File: config.mk
export PLATFORM = sky130hd
export DESIGN_NAME = mcad_core
export DESIGN_NICKNAME = d
export VERILOG_FILES = /design/src/shared/mcad_pkg.sv /design/src/rtl/mcad_core.sv /design/src/rtl/mcad_ram.sv
export SDC_FILE = /design/constraint.sdc
export NUM_CORES = 1
export LEC_CHECK = 0
export BUFFER_PORTS_ARGS = -buffer_cell sky130_fd_sc_hd__buf_2
export CORE_MARGIN = 5
export CORE_UTILIZATION = 55
export CTS_CLUSTER_DIAMETER = 60
export DETAILED_ROUTE_END_ITERATION = 10
export PLACE_DENSITY = 0.72
export SETUP_SLACK_MARGIN = 0.05
export SYNTH_ARGS = -nofsm -noshare
export SYNTH_HDL_FRONTEND = slang
export SYNTH_SLANG_ARGS = --single-unit
File: constraint.sdc
create_clock -name clk -period 13.9 [get_ports clk]
set_input_delay 1.39 -clock clk [delete_from_list [all_inputs] [get_ports clk]]
set_output_delay 1.39 -clock clk [all_outputs]
set_load 0.005 [all_outputs]
File: src/shared/mcad_pkg.sv
`default_nettype none
package mcad_pkg;

   // ---------------------------------------------------------------
   // widths
   // ---------------------------------------------------------------
   localparam int DATA_W  = 8;
   localparam int NIB_W   = 4;
   localparam int PC_W    = 11;
   localparam int MADDR_W = 7;
   localparam int APB_AW  = 12;
   localparam int APB_DW  = 32;

   // ---------------------------------------------------------------
   // data memory
   // ---------------------------------------------------------------
   localparam logic [MADDR_W-1:0] MEM_DEPTH = 7'h60;
   localparam logic [DATA_W-1:0]  ZERO_BYTE = 8'h00;

   // ---------------------------------------------------------------
   // register offsets (byte addresses)
   // ---------------------------------------------------------------
   localparam logic [APB_AW-1:0] REG_WREG  = 12'h000;
   localparam logic [APB_AW-1:0] REG_FLAGS = 12'h004;
   localparam logic [APB_AW-1:0] REG_PC    = 12'h008;
   localparam logic [APB_AW-1:0] REG_MADR  = 12'h00c;
   localparam logic [APB_AW-1:0] REG_MDATA = 12'h010;

   // ---------------------------------------------------------------
   // flag register fields
   // ---------------------------------------------------------------
   localparam int FLG_C  = 0;
   localparam int FLG_HC = 1;
   localparam int FLG_Z  = 2;
   localparam int FLG_SR = 3;

   // ---------------------------------------------------------------
   // reset values and steps
   // ---------------------------------------------------------------
   localparam logic [DATA_W-1:0]  WREG_RST = 8'h00;
   localparam logic [PC_W-1:0]    PC_RST   = 11'h000;
   localparam logic [PC_W-1:0]    PC_STEP  = 11'h001;
   localparam logic [MADDR_W-1:0] MADR_RST = 7'h00;
   localparam logic [APB_DW-1:0]  WORD_0   = 32'h0000_0000;

   // ---------------------------------------------------------------
   // operations from the sequencer
   // ---------------------------------------------------------------
   typedef enum logic [3:0] {
      OP_NOP                        = 4'h0,
      OP_SUM_ROLLOVER_TO_WREG       = 4'h1,
      OP_SUM_WITH_ROLLOVER_TO_MEMORY = 4'h2,
      OP_SUM_FROM_MEMORY            = 4'h3,
      OP_SUM_IMMEDIATE              = 4'h4,
      OP_SUM_INTO_MEMORY            = 4'h5,
      OP_MASK_FROM_MEMORY           = 4'h6,
      OP_MASK_IMMEDIATE             = 4'h7,
      OP_MASK_INTO_MEMORY           = 4'h8,
      OP_CALL                       = 4'h9,
      OP_ZERO_MEMORY_BYTE           = 4'ha
   } mcad_op_e;

   // ---------------------------------------------------------------
   // sequencer states, one-hot
   // ---------------------------------------------------------------
   typedef enum logic [3:0] {
      ST_IDLE   = 4'b0001,
      ST_EXEC   = 4'b0010,
      ST_CALL2  = 4'b0100,
      ST_APB_RD = 4'b1000
   } mcad_st_e;

   // ---------------------------------------------------------------
   // adder result
   // ---------------------------------------------------------------
   typedef struct packed {
      logic              sr;
      logic              hc;
      logic              c;
      logic [DATA_W-1:0] sum;
   } mcad_sum_s;

endpackage
`default_nettype wire

File: src/rtl/mcad_core.sv
`timescale 1ns/100ps
`default_nettype none
// Functional notes
// (RL1) add-with-carry into work register, four flags
// (RL2) add-with-carry into memory byte, four flags
// (RL3) add memory to work register, four flags
// (RL4) add immediate to work register, four flags
// (RL5) add work register into memory, four flags
// (RL6) and memory into work register, zero only
// (RL7) and immediate into work register, zero only
// (RL8) and work register into memory, zero only
// (RL9) call pushes pc plus one, loads target
// (RL10) call takes two cycles, flags untouched
// (RL11) clear memory byte to zero, flags untouched
// (RL12) 8-bit sum, carry bit7, half-carry bit3
// (RL13) memory read-modify-write inside one slot
module mcad_core
   import mcad_pkg::*;
(
   // clock and reset
   input  wire logic                      clk,
   input  wire logic                      nrst,
   // apb slave
   input  wire logic                      psel,
   input  wire logic                      penable,
   input  wire logic                      pwrite,
   input  wire logic [mcad_pkg::APB_AW-1:0]  paddr,
   input  wire logic [mcad_pkg::APB_DW-1:0]  pwdata,
   output logic      [mcad_pkg::APB_DW-1:0]  prdata,
   output logic                           pready,
   output logic                           pslverr,
   // operations from the sequencer
   input  wire logic                      op_valid,
   input  wire logic [3:0]                op_code,
   input  wire logic [mcad_pkg::MADDR_W-1:0] op_addr,
   input  wire logic [mcad_pkg::DATA_W-1:0]  op_imm,
   input  wire logic [mcad_pkg::PC_W-1:0]    op_target,
   output logic                           op_ready,
   // return stack
   output logic                           stack_push,
   output logic      [mcad_pkg::PC_W-1:0]    stack_data,
   // program counter and state
   output logic      [mcad_pkg::PC_W-1:0]    pc,
   output logic      [mcad_pkg::DATA_W-1:0]  work_register,
   output logic                           carry_flag,
   output logic                           half_carry_flag,
   output logic                           zero_flag,
   output logic                           signed_range_flag
);

   // ---------------------------------------------------------------
   // state
   // ---------------------------------------------------------------
   typedef struct packed {
      mcad_st_e            st;
      logic                ready;
      mcad_op_e            op;
      logic [MADDR_W-1:0]  addr;
      logic [PC_W-1:0]     tgt;
      logic [DATA_W-1:0]   wreg;
      logic                c;
      logic                hc;
      logic                z;
      logic                sr;
      logic [PC_W-1:0]     pc;
      logic                push;
      logic [PC_W-1:0]     push_data;
      logic [MADDR_W-1:0]  madr;
      logic                pready;
      logic                pslverr;
      logic [APB_DW-1:0]   prdata;
   } mcad_state_s;

   localparam mcad_state_s STATE_RST = '{
      st:        ST_IDLE,
      ready:     1'b1,
      op:        OP_NOP,
      addr:      MADR_RST,
      tgt:       PC_RST,
      wreg:      WREG_RST,
      c:         1'b0,
      hc:        1'b0,
      z:         1'b0,
      sr:        1'b0,
      pc:        PC_RST,
      push:      1'b0,
      push_data: PC_RST,
      madr:      MADR_RST,
      pready:    1'b0,
      pslverr:   1'b0,
      prdata:    WORD_0
   };

   mcad_state_s q;
   mcad_state_s next_q;

   // ---------------------------------------------------------------
   // memory port
   // ---------------------------------------------------------------
   logic                ram_we;
   logic [MADDR_W-1:0]  ram_waddr;
   logic [DATA_W-1:0]   ram_wdata;
   logic [MADDR_W-1:0]  ram_raddr;
   logic [DATA_W-1:0]   ram_rdata;

   mcad_ram u_ram (
      .clk   (clk),
      .we    (ram_we),
      .waddr (ram_waddr),
      .wdata (ram_wdata),
      .raddr (ram_raddr),
      .rdata (ram_rdata)
   );

   // ---------------------------------------------------------------
   // helpers
   // ---------------------------------------------------------------
   // 8-bit sum with carry out of bit 7, half-carry out of bit 3
   function automatic mcad_sum_s add8(
      input logic [DATA_W-1:0] a,
      input logic [DATA_W-1:0] b,
      input logic              cin
   );
      logic [NIB_W:0]  lo;
      logic [DATA_W:0] full;
      mcad_sum_s       r;
      lo     = {1'b0, a[NIB_W-1:0]} + {1'b0, b[NIB_W-1:0]}
               + {{NIB_W{1'b0}}, cin};
      full   = {1'b0, a} + {1'b0, b} + {{DATA_W{1'b0}}, cin};
      r.sum  = full[DATA_W-1:0];
      r.c    = full[DATA_W];                                  // RL12
      r.hc   = lo[NIB_W];                                     // RL12
      r.sr   = (a[DATA_W-1] == b[DATA_W-1])
               && (r.sum[DATA_W-1] != a[DATA_W-1]);           // RL12
      return r;
   endfunction

   // operations that fetch an operand from data memory
   function automatic logic needs_mem(input mcad_op_e op);
      return (op == OP_SUM_ROLLOVER_TO_WREG)
          || (op == OP_SUM_WITH_ROLLOVER_TO_MEMORY)
          || (op == OP_SUM_FROM_MEMORY)
          || (op == OP_SUM_INTO_MEMORY)
          || (op == OP_MASK_FROM_MEMORY)
          || (op == OP_MASK_INTO_MEMORY);
   endfunction

   // operations whose result goes back to the memory byte
   function automatic logic to_mem(input mcad_op_e op);
      return (op == OP_SUM_WITH_ROLLOVER_TO_MEMORY)
          || (op == OP_SUM_INTO_MEMORY)
          || (op == OP_MASK_INTO_MEMORY);
   endfunction

   function automatic logic is_mask(input mcad_op_e op);
      return (op == OP_MASK_FROM_MEMORY)
          || (op == OP_MASK_INTO_MEMORY);
   endfunction

   // register decode, shared by reads and writes
   function automatic logic reg_known(input logic [APB_AW-1:0] a);
      return (a == REG_WREG) || (a == REG_FLAGS) || (a == REG_PC)
          || (a == REG_MADR) || (a == REG_MDATA);
   endfunction

   // ---------------------------------------------------------------
   // next state
   // ---------------------------------------------------------------
   logic        op_take;
   logic        apb_hit;
   mcad_op_e    op_in;
   mcad_sum_s   sum;
   logic [DATA_W-1:0] mask;
   logic [DATA_W-1:0] res;

   assign op_in = mcad_op_e'(op_code);

   always_comb begin
      next_q    = q;
      next_q.push    = 1'b0;
      next_q.pready  = 1'b0;
      next_q.pslverr = 1'b0;
      ram_we    = 1'b0;
      ram_waddr = q.addr;
      ram_wdata = ZERO_BYTE;
      ram_raddr = op_addr;
      sum       = add8(q.wreg, ram_rdata, 1'b0);
      mask      = q.wreg & ram_rdata;
      res       = ZERO_BYTE;
      // an operation always beats a bus access, so a busy
      // sequencer can hold the bus off indefinitely
      op_take   = q.ready && op_valid;
      apb_hit   = psel && penable && !q.pready;

      case (q.st)
         ST_IDLE: begin
            if (op_take) begin
               next_q.op   = op_in;
               next_q.addr = op_addr;
               next_q.tgt  = op_target;
               if (needs_mem(op_in)) begin
                  // operand read issued now, used next cycle
                  ram_raddr    = op_addr;                     // RL13
                  next_q.st    = ST_EXEC;
                  next_q.ready = 1'b0;
               end else begin
                  case (op_in)
                     OP_SUM_IMMEDIATE: begin
                        sum         = add8(q.wreg, op_imm, 1'b0);
                        next_q.wreg = sum.sum;                // RL4
                        next_q.c    = sum.c;                  // RL4
                        next_q.hc   = sum.hc;                 // RL4
                        next_q.sr   = sum.sr;                 // RL4
                        next_q.z    = (sum.sum == ZERO_BYTE); // RL4
                        next_q.pc   = q.pc + PC_STEP;
                     end
                     OP_MASK_IMMEDIATE: begin
                        mask        = q.wreg & op_imm;
                        next_q.wreg = mask;                   // RL7
                        next_q.z    = (mask == ZERO_BYTE);    // RL7
                        next_q.pc   = q.pc + PC_STEP;
                     end
                     OP_ZERO_MEMORY_BYTE: begin
                        ram_we      = 1'b1;                   // RL11
                        ram_waddr   = op_addr;                // RL11
                        ram_wdata   = ZERO_BYTE;              // RL11
                        next_q.pc   = q.pc + PC_STEP;
                     end
                     OP_CALL: begin
                        // first cycle: push the return address
                        next_q.push      = 1'b1;              // RL9
                        next_q.push_data = q.pc + PC_STEP;    // RL9
                        next_q.st        = ST_CALL2;          // RL10
                        next_q.ready     = 1'b0;              // RL10
                     end
                     default: begin
                        next_q.pc = q.pc + PC_STEP;
                     end
                  endcase
               end
            end else if (apb_hit) begin
               if (pwrite) begin
                  next_q.pready = 1'b1;
                  case (paddr)
                     REG_WREG: begin
                        next_q.wreg = pwdata[DATA_W-1:0];
                     end
                     REG_FLAGS: begin
                        next_q.c  = pwdata[FLG_C];
                        next_q.hc = pwdata[FLG_HC];
                        next_q.z  = pwdata[FLG_Z];
                        next_q.sr = pwdata[FLG_SR];
                     end
                     REG_MADR: begin
                        next_q.madr = pwdata[MADDR_W-1:0];
                     end
                     REG_MDATA: begin
                        ram_we    = 1'b1;
                        ram_waddr = q.madr;
                        ram_wdata = pwdata[DATA_W-1:0];
                     end
                     default: begin
                        // pc is read-only; writes are dropped
                        next_q.pslverr = !reg_known(paddr);
                     end
                  endcase
               end else if (paddr == REG_MDATA) begin
                  // memory read needs the extra ram cycle
                  ram_raddr    = q.madr;
                  next_q.st    = ST_APB_RD;
                  next_q.ready = 1'b0;
               end else begin
                  next_q.pready  = 1'b1;
                  next_q.pslverr = !reg_known(paddr);
                  case (paddr)
                     REG_WREG: begin
                        next_q.prdata = {{(APB_DW-DATA_W){1'b0}}, q.wreg};
                     end
                     REG_FLAGS: begin
                        next_q.prdata = WORD_0;
                        next_q.prdata[FLG_C]  = q.c;
                        next_q.prdata[FLG_HC] = q.hc;
                        next_q.prdata[FLG_Z]  = q.z;
                        next_q.prdata[FLG_SR] = q.sr;
                     end
                     REG_PC: begin
                        next_q.prdata = {{(APB_DW-PC_W){1'b0}}, q.pc};
                     end
                     REG_MADR: begin
                        next_q.prdata = {{(APB_DW-MADDR_W){1'b0}}, q.madr};
                     end
                     default: begin
                        next_q.prdata = WORD_0;
                     end
                  endcase
               end
            end
         end

         ST_EXEC: begin
            // operand from memory is valid this cycle
            next_q.st    = ST_IDLE;
            next_q.ready = 1'b1;
            next_q.pc    = q.pc + PC_STEP;
            if (is_mask(q.op)) begin
               res      = mask;
               next_q.z = (mask == ZERO_BYTE);                // RL6 RL8
            end else begin
               sum = add8(q.wreg, ram_rdata,
                          (q.op == OP_SUM_ROLLOVER_TO_WREG)
                          || (q.op == OP_SUM_WITH_ROLLOVER_TO_MEMORY)
                          ? q.c : 1'b0);                      // RL1 RL2 RL3 RL5
               res       = sum.sum;
               next_q.c  = sum.c;                             // RL1 RL2 RL3 RL5
               next_q.hc = sum.hc;                            // RL1 RL2 RL3 RL5
               next_q.sr = sum.sr;                            // RL1 RL2 RL3 RL5
               next_q.z  = (sum.sum == ZERO_BYTE);            // RL1 RL2 RL3 RL5
            end
            if (to_mem(q.op)) begin
               // written back before the next slot may read it
               ram_we    = 1'b1;                              // RL2 RL5 RL8 RL13
               ram_waddr = q.addr;                            // RL13
               ram_wdata = res;                               // RL2 RL5 RL8
            end else begin
               next_q.wreg = res;                             // RL1 RL3 RL6
            end
         end

         ST_CALL2: begin
            // second cycle: jump, flags left alone
            next_q.pc    = q.tgt;                             // RL9 RL10
            next_q.st    = ST_IDLE;
            next_q.ready = 1'b1;
         end

         ST_APB_RD: begin
            next_q.prdata = {{(APB_DW-DATA_W){1'b0}}, ram_rdata};
            next_q.pready = 1'b1;
            next_q.st     = ST_IDLE;
            next_q.ready  = 1'b1;
         end

         default: begin
            next_q = STATE_RST;
         end
      endcase
   end

   // ---------------------------------------------------------------
   // registers
   // ---------------------------------------------------------------
   always_ff @(posedge clk) begin
      if (!nrst) begin
         q <= STATE_RST;
      end else begin
         q <= next_q;
      end
   end

   // ---------------------------------------------------------------
   // outputs, all straight from q
   // ---------------------------------------------------------------
   assign prdata            = q.prdata;
   assign pready            = q.pready;
   assign pslverr           = q.pslverr;
   assign op_ready          = q.ready;
   assign stack_push        = q.push;
   assign stack_data        = q.push_data;
   assign pc                = q.pc;
   assign work_register     = q.wreg;
   assign carry_flag        = q.c;
   assign half_carry_flag   = q.hc;
   assign zero_flag         = q.z;
   assign signed_range_flag = q.sr;

endmodule
`default_nettype wire

File: src/rtl/mcad_ram.sv
`timescale 1ns/100ps
`default_nettype none
module mcad_ram
   import mcad_pkg::*;
(
   // clock
   input  wire logic                      clk,
   // write port
   input  wire logic                      we,
   input  wire logic [mcad_pkg::MADDR_W-1:0] waddr,
   input  wire logic [mcad_pkg::DATA_W-1:0]  wdata,
   // read port, data one cycle later
   input  wire logic [mcad_pkg::MADDR_W-1:0] raddr,
   output logic      [mcad_pkg::DATA_W-1:0]  rdata
);

   logic [DATA_W-1:0] mem [MEM_DEPTH];

   // addresses past the top read zero and drop writes
   always_ff @(posedge clk) begin
      if (we && (waddr < MEM_DEPTH)) begin
         mem[waddr] <= wdata;
      end
      if (raddr < MEM_DEPTH) begin
         rdata <= mem[raddr];
      end else begin
         rdata <= ZERO_BYTE;
      end
   end

endmodule
`default_nettype wire

# [After elaboration in Yosys (flattened, before gate mapping)]
# Memory sizes are Yosys's and may differ from the RTL's. A register that Yosys moved wholly into a read port is not among the register bits.
# Index checks and enable logic that the tools add are counted.
[word_totals] register_bits=103 ram_bits=768 in_bits=80 output_inout_bits=70 elab_cells=197 mem_count=1
[mem_list] name="u_ram.mem" words=96 width=8 read_ports=1 rd_clocked_by_memory_dff=1 write_ports=1 line_no="mcad_ram.sv:17" text="logic [DATA_W-1:0] mem [MEM_DEPTH];"
[op_classes] add_sub_neg=7 order_cmp=2 eq_ne=48 muxes=69 n_bitwise=9 reduce_logical=44
[ops] operator="$mux W7" n=14
[ops] operator="$pmux W32 S3" n=1
[ops] operator="$pmux W11 S4" n=2
[ops] operator="$mux W41" n=2
[ops] operator="$mux W8" n=8
[ops] operator="$mux W12" n=4
[ops] operator="$pmux W22 S2" n=1
[ops] operator="$pmux W19 S2" n=1
[ops] operator="$pmux W12 S3" n=1
[ops] operator="$mux W35" n=1
[ops] operator="$mux W34" n=1
[ops] operator="$logic_not A8 Y1" n=4
[ops] operator="$mux W32" n=1
[ops] operator="$pmux W8 S2" n=2
[ops] operator="$mux W5" n=6
[ops] operator="$eq A4 B3 Y1 const B" n=7
[ops] operator="$eq A12 B4 Y1 const B" n=2
[ops] operator="$mux W23" n=1
[ops] operator="$mux W22" n=1
[ops] operator="$ne A2 B2 Y1 const B" n=11
[ops] operator="$eq A4 B4 Y1 const B" n=5
[ops] operator="$add A8 B8 Y9" n=2
[ops] operator="$and A8 B8 Y8" n=2
[ops] operator="$eq A4 B2 Y1 const B" n=4
[ops] operator="34 further kinds" n=95

# [Logic depth before layout (Yosys ltp)]
# Gate-level depths: netlist of run 1.
[depth] word_depth=13 depth_mapped=16 depth_no_buf=14

# [Modules after synthesis]
# From an unflattened synthesis of run 1, not the netlist that was laid out.
[unflattened] cells_unflattened=2184 hier_area_um2=36266.0
[modules_own_cells] mod="mcad_ram" instances=1 cells_per_inst=1410 area_each_um2=30045.1 seq_area_each_um2=23222.3
[modules_own_cells] mod="mcad_core" instances=1 cells_per_inst=774 area_each_um2=6221.0 seq_area_each_um2=1621.6

# [Least setup slack after synthesis of run 1]
# Ideal clock, no wire load.
[synth_path] kind="reg2reg" from="reg q[95] (netlist bit)" to="mem u_ram.mem[0][6], data pin" setup_ns=0.949 t_arrival_ns=6.041 required_ns=12.951 path_slack_ns=6.910 stages_incl_launch_ff=13 path_buffers=0 synth_period_minus_slack_ns=6.990 cell_sequence="dfxtp_1 xnor2_1 nor4b_1 fa_1 fa_1 a21oi_1 nor2_1 nor2_1 o21bai_1 a21oi_1 xnor2_1 mux2i_1 o21ai_0"
[synth_between] elab_chain_len=7 elab_cells_between_ends=14 cone_classes="1 x add/sub; 5 x eq/ne; 4 x mux; 4 x reduce/logical"
[synth_rtl] element="start, declared" line_no="mcad_core.sv:94" text="mcad_state_s q;"
[synth_rtl] element="start signal, assigned" line_no="mcad_core.sv:356" text="q <= next_q;"
[synth_rtl] element="$eq A4 B1 Y1 or $eq A4 B2 Y1 (tied branches)" line_no="mcad_core.sv:310, mcad_core.sv:150, mcad_core.sv:311"
[synth_rtl] element="$logic_or A1 B1 Y1" line_no="mcad_core.sv:311" text="|| (q.op == OP_SUM_WITH_ROLLOVER_TO_MEMORY)"
[synth_rtl] element="$mux W1" line_no="mcad_core.sv:312" text="? q.c : 1'b0);"
[synth_rtl] element="$add A9 B1 Y9" line_no="mcad_core.sv:129" text="full = {1'b0, a} + {1'b0, b} + {{DATA_W{1'b0}}, cin};"
[synth_rtl] element="$mux W8" line_no="mcad_core.sv:305" text="if (is_mask(q.op)) begin"
[synth_rtl] element="$mux W8 (*)" line_no="mcad_core.sv:319" text="if (to_mem(q.op)) begin"
[synth_rtl] element="$pmux W8 S2 (*)" line_no="mcad_core.sv:195" text="case (q.st)"
[synth_rtl] element="net ram_wdata[6]" line_no="mcad_core.sv:102" text="logic [DATA_W-1:0] ram_wdata;"
[synth_rtl] element="end, declared" line_no="mcad_ram.sv:17"
# Mark *: on every way through the listed nets, which the timed path passes. The rest lies on a longest branch.

# [Final worst setup path of run 1]
[layout_path] from="reg q[99] (netlist bit)" to="reg u_ram.rdata[1] (netlist bit) (read register of u_ram.mem)"
[layout_between] elab_chain_len=4
[layout_rtl] element="$eq A4 B1 Y1 (*)" line_no="mcad_core.sv:195"
[layout_rtl] element="$mux W7 (*)" line_no="mcad_core.sv:195"
[layout_rtl] element="$lt A7 B7 Y1" line_no="mcad_ram.sv:24" text="if (raddr < MEM_DEPTH) begin"
[layout_rtl] element="$logic_not A1 Y1 (no source line)"
[layout_rtl] element="end, declared" line_no="mcad_ram.sv:14" text="output logic [mcad_pkg::DATA_W-1:0] rdata"
# Every way passes the cells marked *; elsewhere a longest branch is shown, timed or not.
# A chain may end at the register's enable or synchronous reset.

==> results of run 1 <==
[per-stage QoR]
step / area, µm² / setup slack [ps]
2_1_floorplan: 36900 / 6910
3_3_place_gp: 37700 / 7320
3_5_place_dp: 37700 / 7210
4_1_cts: 40500 / 7780
5_1_grt: 40500 / 7490
6_report: 40500 / 7670
[power by group]
group	internal [mW]	switching, mW
sequential	2.78	0.0289
combinational	0.141	0.301
clock	1.35	0.971
total	4.27	1.30
[worst max-delay path, cell delays in order (launching register included)]
cell	delay [ps]
dfxtp_1	550
or4b_1	760
nor4_2	380
nand4_1	140
buf_4	290
nand2_4	610
buf_4	800
buf_4	730
a211oi_1	190
a31oi_1	210
nor2_1	100
nor4_1	930
a22oi_1	240
nand3_1	140
[synth_stat cells (all sizes together), types with 9 or more instances]
library cell and number:
a211oi 26, a21o 9, a21oi 148, a22oi 23
a311oi 16, a31oi 41, a32oi 17, and3 56
buf 155, clkbuf 88, dfxtp 89, edfxtp 768
ha 17, inv 14, mux2i 112, mux4 15
nand2 651, nand3 215, nand4 22, nor2 224
nor3 26, nor4 36, o21ai 55, o22ai 33
xnor2 15
[final cells by class]
type,count,area (µm²),share of cell area
Sequential cell,857,24800,0.613
Inverter,14,52.6,0.00130
Tap cell,864,1080,0.0267
Clock inverter,53,517,0.0128
Multi-Input combinational cell,1931,10900,0.268
Antenna cell,6,15.0,0.000371
Clock buffer,106,2310,0.0571
Timing Repair Buffer,144,833,0.0206
[cell families (layout without fill, tap and decap cells)]
family | count (synthesis) | after routing | synth area share
compound gates | 448 | 448 | 0.0799
xor+xnor | 23 | 23 | 0.00547
fa+ha+maj | 20 | 20 | 0.00741
buf+inv | 257 | 317 | 0.0373
flops | 857 | 857 | 0.675
mux | 135 | 135 | 0.0421
other cells | 1 | 27 | 0.000102
simple gates | 1284 | 1284 | 0.153
[layer usage]
layer,up-vias,GRT usage,share of wire
met2,1604,0.432,0.47
met5,-,0,0
met3,276,0.0512,0.11
met4,0,0.111,0.042
li1,11147,-,-
met1,12491,0.381,0.38
[path summary, 6_finish.rpt]
path,startpoint,end,slack [ps]
setup / recovery,q[99]$_SDFFE_PN1P_,u_ram.rdata[1]$_SDFF_PP0_,7670
setup reg to reg,q[99]$_SDFFE_PN1P_,u_ram.rdata[1]$_SDFF_PP0_,7670
hold / removal,prdata[8]$_SDFFE_PN0P_,prdata[8]$_SDFFE_PN0P_,450
hold reg to reg,prdata[8]$_SDFFE_PN0P_,prdata[8]$_SDFFE_PN0P_,450
[sequential cells by signal, indices dropped and copies added, names as in the netlist]
name	flops
half_carry_flag	1
u_ram.mem	768
u_ram.rdata	8
pc	11
stack_push	1
stack_data	11
zero_flag	1
work_register	8
carry_flag	1
pslverr	1
q	33
pready	1
signed_range_flag	1
prdata	11
==> flow_metrics.env, run 1 <==
export IMPL_detailedRoute_firstIterationViolations=3511
export IMPL_fp_dieH_um=269
export IMPL_grt_start_max_net_pins=154
export IMPL_hold_path_class="flip-flop to flip-flop"
export IMPL_ios=150
export IMPL_routed_via_density=6.42
export IMPL_clock_latency_ps=640
export IMPL_gp_congestion=0.930
export IMPL_cp_required_ps=14480
export IMPL_synth_largest_type_area_fraction=0.626
export IMPL_layout_drive_gt1_share=0.106
export IMPL_hold_path_depth=2
export IMPL_layout_worst_path_cycle_share=0.448
export IMPL_nNetsFinal=3135
export IMPL_fin_setup_tns_ps=0
export IMPL_synth_cell_area_um2=36800
export IMPL_drc=0
export IMPL_timing_reg2reg_worst_path_depth=13
export IMPL_die_width_um=269
export IMPL_worstMarginPinSlew_ps=1170
export IMPL_tritoncts="built"
export IMPL_antenna_found_initial=6
export IMPL_wl_um=101000
export IMPL_final_fill_count=4946
export IMPL_synth_distinct_cells=79
export IMPL_placeableCoreArea_um2=66100
export IMPL_synth_area_leaders="edfxtp_1, nand2_1, dfxtp_1, mux2i_1, nand3_1"
export IMPL_cts_buffers_inserted=87
export IMPL_leading_cell_type_in_the_layout_fill_and_taps_excluded="edfxtp_1"
export IMPL_cts_repair_resize_count=0
export IMPL_avgRoutedWirePerCell_um=25.4
export IMPL_rows=94
export IMPL_detailroute_via_count=25518
export IMPL_pwr_density_nw_per_um2=138
export IMPL_htreeDepth=3
export IMPL_initial_cell_density_of_the_core=0.557
export IMPL_placed_cells=3810
export IMPL_final_hold_slack_ps=454
export IMPL_drtPass1Iterations=7
export IMPL_finish_cell_count_without_fillers=3975
export IMPL_floorplan_die_area_um2=72200
export IMPL_final_cell_mix="edfxtp_1, nand2_1, nor2_1"
export IMPL_synth_seq_area_share=0.675
export IMPL_setup_violations=0
export IMPL_yosys_register_bits=857
export IMPL_final_core_utilization=0.613
export IMPL_final_hold_fails=0
export IMPL_gr_usage_all_layers=0.273
export IMPL_clock_tree_buffer_depth=3
export IMPL_timing_critical_path_arrival_ps=6810
export IMPL_drt_antenna_violating_nets=0
export IMPL_finalPower_mw=5.58
export IMPL_grt_pass1_wl_um=150000
export IMPL_number_of_synthesis_warnings=0
export IMPL_synth_flop_cell="edfxtp_1"
export IMPL_maxCapViolations=0
export IMPL_clock_skew_final_ps=21.9
export IMPL_maxSlewViolCount=0
export IMPL_cts_setup_buffers=0
export IMPL_relSlewSlack=0.218
export IMPL_syn2layout_area_growth_pct=10.0
export IMPL_synth_enable_flop_cells=768
export IMPL_cts_hold_buffers=0
export IMPL_peakVddDrop_uv=113
export IMPL_clock_sinks=857
export IMPL_rsz_0062_raised_after_global_routing="false"
export IMPL_critical_path_peak_fanout=75
export IMPL_grt_pass1_vias=23866
export IMPL_number_of_i_o_port_buffers=104
export IMPL_cellLeakagePower_nw=13.4
export IMPL_post_route_min_period_ps=6230
export IMPL_yosys_area_top_type="edfxtp_1"
export IMPL_half_perimeter_wire_length_after_placement_um=61800
export IMPL_ctsRootBufferMaster="clkbuf_16"
export IMPL_end_kind="flip-flop"
export IMPL_postSynthAreaPerCell_um2=12.2
export IMPL_globalRouteOverflowTotal=0
export IMPL_syn_inst=3025
export IMPL_synth_async_sr_flop_share=0
export IMPL_clk_pin_slew_ps=60
export IMPL_cp_start_kind="flip-flop"
export IMPL_run_status="finished, final reports clean"
export IMPL_timing_setup_critical_path_class="flip-flop to flip-flop"
export IMPL_achievable_frequency_mhz=160
No activity file was read; power rests on OpenSTA's default activity.
==> run 2, diff against run 1 <==
Settings changed: PLACE_DENSITY 0.72 to 0.75.
Clock period 13.9 ns to 5.13 ns, I/O delays scaled along.
==> run 2 against run 1 <==
Sequential share of layout area shrank 2.1 points. Count of clock-buffer cells in the layout shrank 13. Routed wire length grew 3.5%. Clock skew grew 2.3 ps.
==> flow_metrics.env, run 2 (synthesis results as in run 1) <==
export IMPL_cellLeakagePower_nw=14.2
export IMPL_routed_via_density=6.32
export IMPL_preCtsSetupSlack_ps=584
export IMPL_timing_critical_path_arrival_ps=4930
export IMPL_final_critical_path_setup_slack_ps=717
export IMPL_cp_start_kind="flip-flop"
export IMPL_reg2reg_setup_slack_ps=720
export IMPL_wl_um=104000
export IMPL_final_hold_fails=0
export IMPL_avgRoutedWirePerCell_um=25.4
export IMPL_timing_critical_path_cells="or4b_1, or4_4, o31ai_4, and2_4, buf_4, mux2i_1, mux2i_1, o22ai_1, nor4_1, buf_4, a22oi_1, nand3_1"
export IMPL_run_status="finished, final reports clean"
export IMPL_final_fill_count=4786
export IMPL_grt_start_max_net_pins=97
export IMPL_relSlewSlack=0.185
export IMPL_setup_violations=0
export IMPL_maxSlewViolCount=0
export IMPL_largest_register_ffs=768
export IMPL_clk_pin_slew_ps=70
export IMPL_placeableCoreArea_um2=66100
export IMPL_detailedRoute_firstIterationViolations=3347
export IMPL_layout_top_registers="u_ram.mem (768), q (33)"
export IMPL_tritoncts="built"
export IMPL_fin_setup_tns_ps=0
export IMPL_antenna_found_initial=1
export IMPL_placed_cells=3946
export IMPL_final_cell_mix="edfxtp_1, nand2_1, nor2_1"
export IMPL_clock_skew_final_ps=24.3
export IMPL_htreeDepth=3
export IMPL_rows=94
export IMPL_die_width_um=269
export IMPL_post_route_min_period_ps=4410
export IMPL_timing_setup_critical_path_class="flip-flop to flip-flop"
export IMPL_end_kind="flip-flop"
export IMPL_leading_cell_type_in_the_layout_fill_and_taps_excluded="edfxtp_1"
export IMPL_initial_cell_density_of_the_core=0.557
export IMPL_critPathSlowestCell="and2_4"
export IMPL_regToRegEndpoint="u_ram.rdata[7]$_SDFF_PP0_"
export IMPL_syn2layout_area_growth_pct=13.8
export IMPL_cp_required_ps=5650
export IMPL_cts_hold_buffers=0
export IMPL_grt_pass1_vias=25558
export IMPL_fp_dieH_um=269
export IMPL_maxCapViolations=0
export IMPL_largest_register="u_ram.mem"
export IMPL_hold_path_class="input pin to flip-flop"
export IMPL_ctsRootBufferMaster="clkbuf_16"
export IMPL_hold_path_depth=3
export IMPL_drc=0
export IMPL_clock_latency_ps=660
export IMPL_layout_worst_path_cycle_share=0.860
export IMPL_largest_stage_delay_on_the_critical_path_ps=640
export IMPL_worstReg2RegStart="q[99]$_SDFFE_PN1P_"
export IMPL_worstMarginPinSlew_ps=1220
export IMPL_achievable_frequency_mhz=227
export IMPL_globalRouteOverflowTotal=0
export IMPL_clock_tree_buffer_depth=3
export IMPL_detailroute_via_count=25960
export IMPL_gp_congestion=0.973
export IMPL_rsz_0062_raised_after_global_routing="false"
export IMPL_floorplan_die_area_um2=72200
export IMPL_finish_cell_count_without_fillers=4106
export IMPL_gr_usage_all_layers=0.285
export IMPL_half_perimeter_wire_length_after_placement_um=67700
export IMPL_timing_reg2reg_worst_path_depth=12
export IMPL_cts_buffers_inserted=85
export IMPL_drt_antenna_violating_nets=0
export IMPL_hold_path_endpoint="q[81]$_SDFFE_PN0P_"
export IMPL_number_of_i_o_port_buffers=104
export IMPL_critical_path_peak_fanout=42
export IMPL_cts_repair_resize_count=0
export IMPL_clock_sinks=857
export IMPL_grt_pass1_wl_um=157000
export IMPL_drtPass1Iterations=9
export IMPL_ios=150
export IMPL_pwr_density_nw_per_um2=369
export IMPL_layout_drive_gt1_share=0.147
export IMPL_min_delay_start="op_target[5]"
export IMPL_nNetsFinal=3269
export IMPL_peakVddDrop_uv=283
export IMPL_cts_setup_buffers=0
run 2: cell count changes in the layout (fill, tap and decap cells not counted), sizes merged, moves of 5 or more:
cell and change:
buf +136, clkinvlp +8, diode -5, clkbuf -13
bufinv +5
run 2: per-layer routing:
metal | routed length [µm] | GRT usage
met1 | 39100 | 0.377
met2 | 49900 | 0.466
met3 | 10400 | 0.0530
met4 | 5070 | 0.129
met5 | 0 | 0
run 2: worst max-delay path, delay by kind of cell, from the launching register on:
| family | cells | cell delay (ps) |
|---|---|---|
| and+or+nand+nor | 5 | 1970 |
| AOI/OAI and AO/OA | 3 | 740 |
| buffers and inverters | 2 | 590 |
| DFF | 1 | 520 |
| muxes | 2 | 400 |
run 2: through the flow:
step / hold WS (ps) / utilization / power, mW / instance area, µm²
after floorplan: 432 / - / 8.55 / 36900
after global placement: 440 / 0.589 / 8.97 / 38900
after detailed placement: 444 / 0.589 / 8.99 / 38900
after CTS: 93.4 / 0.634 / 15.5 / 41900
after global routing: 122 / 0.634 / 15.9 / 41900
final: 126 / 0.634 / 15.5 / 41900
run 2: power by group:
part	internal (mW)	leakage (nW)	switching [mW]
registers	7.54	6.13	0.0775
logic	0.423	6.63	0.849
clock network	3.85	1.43	2.75
run 2: worst max-delay path by stage:
stage                       startpoint                          to  slack (ps)  cells after the start
detailed placement            paddr[7]  u_ram.mem[40][1]$_DFFE_PP_         580                     11
global placement              paddr[7]  u_ram.mem[43][7]$_DFFE_PP_         710                     11
finish              q[99]$_SDFFE_PN1P_   u_ram.rdata[7]$_SDFF_PP0_         720                     12
floorplan           q[95]$_SDFFE_PN0P_   u_ram.mem[0][4]$_DFFE_PP_          70                     10
global route        q[99]$_SDFFE_PN1P_   u_ram.rdata[2]$_SDFF_PP0_         590                     12
CTS                 q[99]$_SDFFE_PN1P_   u_ram.rdata[7]$_SDFF_PP0_         780                     12
run 2: layout make-up:
cell class                 instances  area [µm²]  share of cell area
sequential                       857       24800               0.593
multi-input combinational       1931       10800               0.259
clock buffer                      93        2200              0.0525
timing repair buffer             280        2100              0.0502
tap                              864        1080              0.0258
clock inverter                    66         800              0.0191
inverter                          14        52.6             0.00125
antenna                            1        2.50           0.0000597
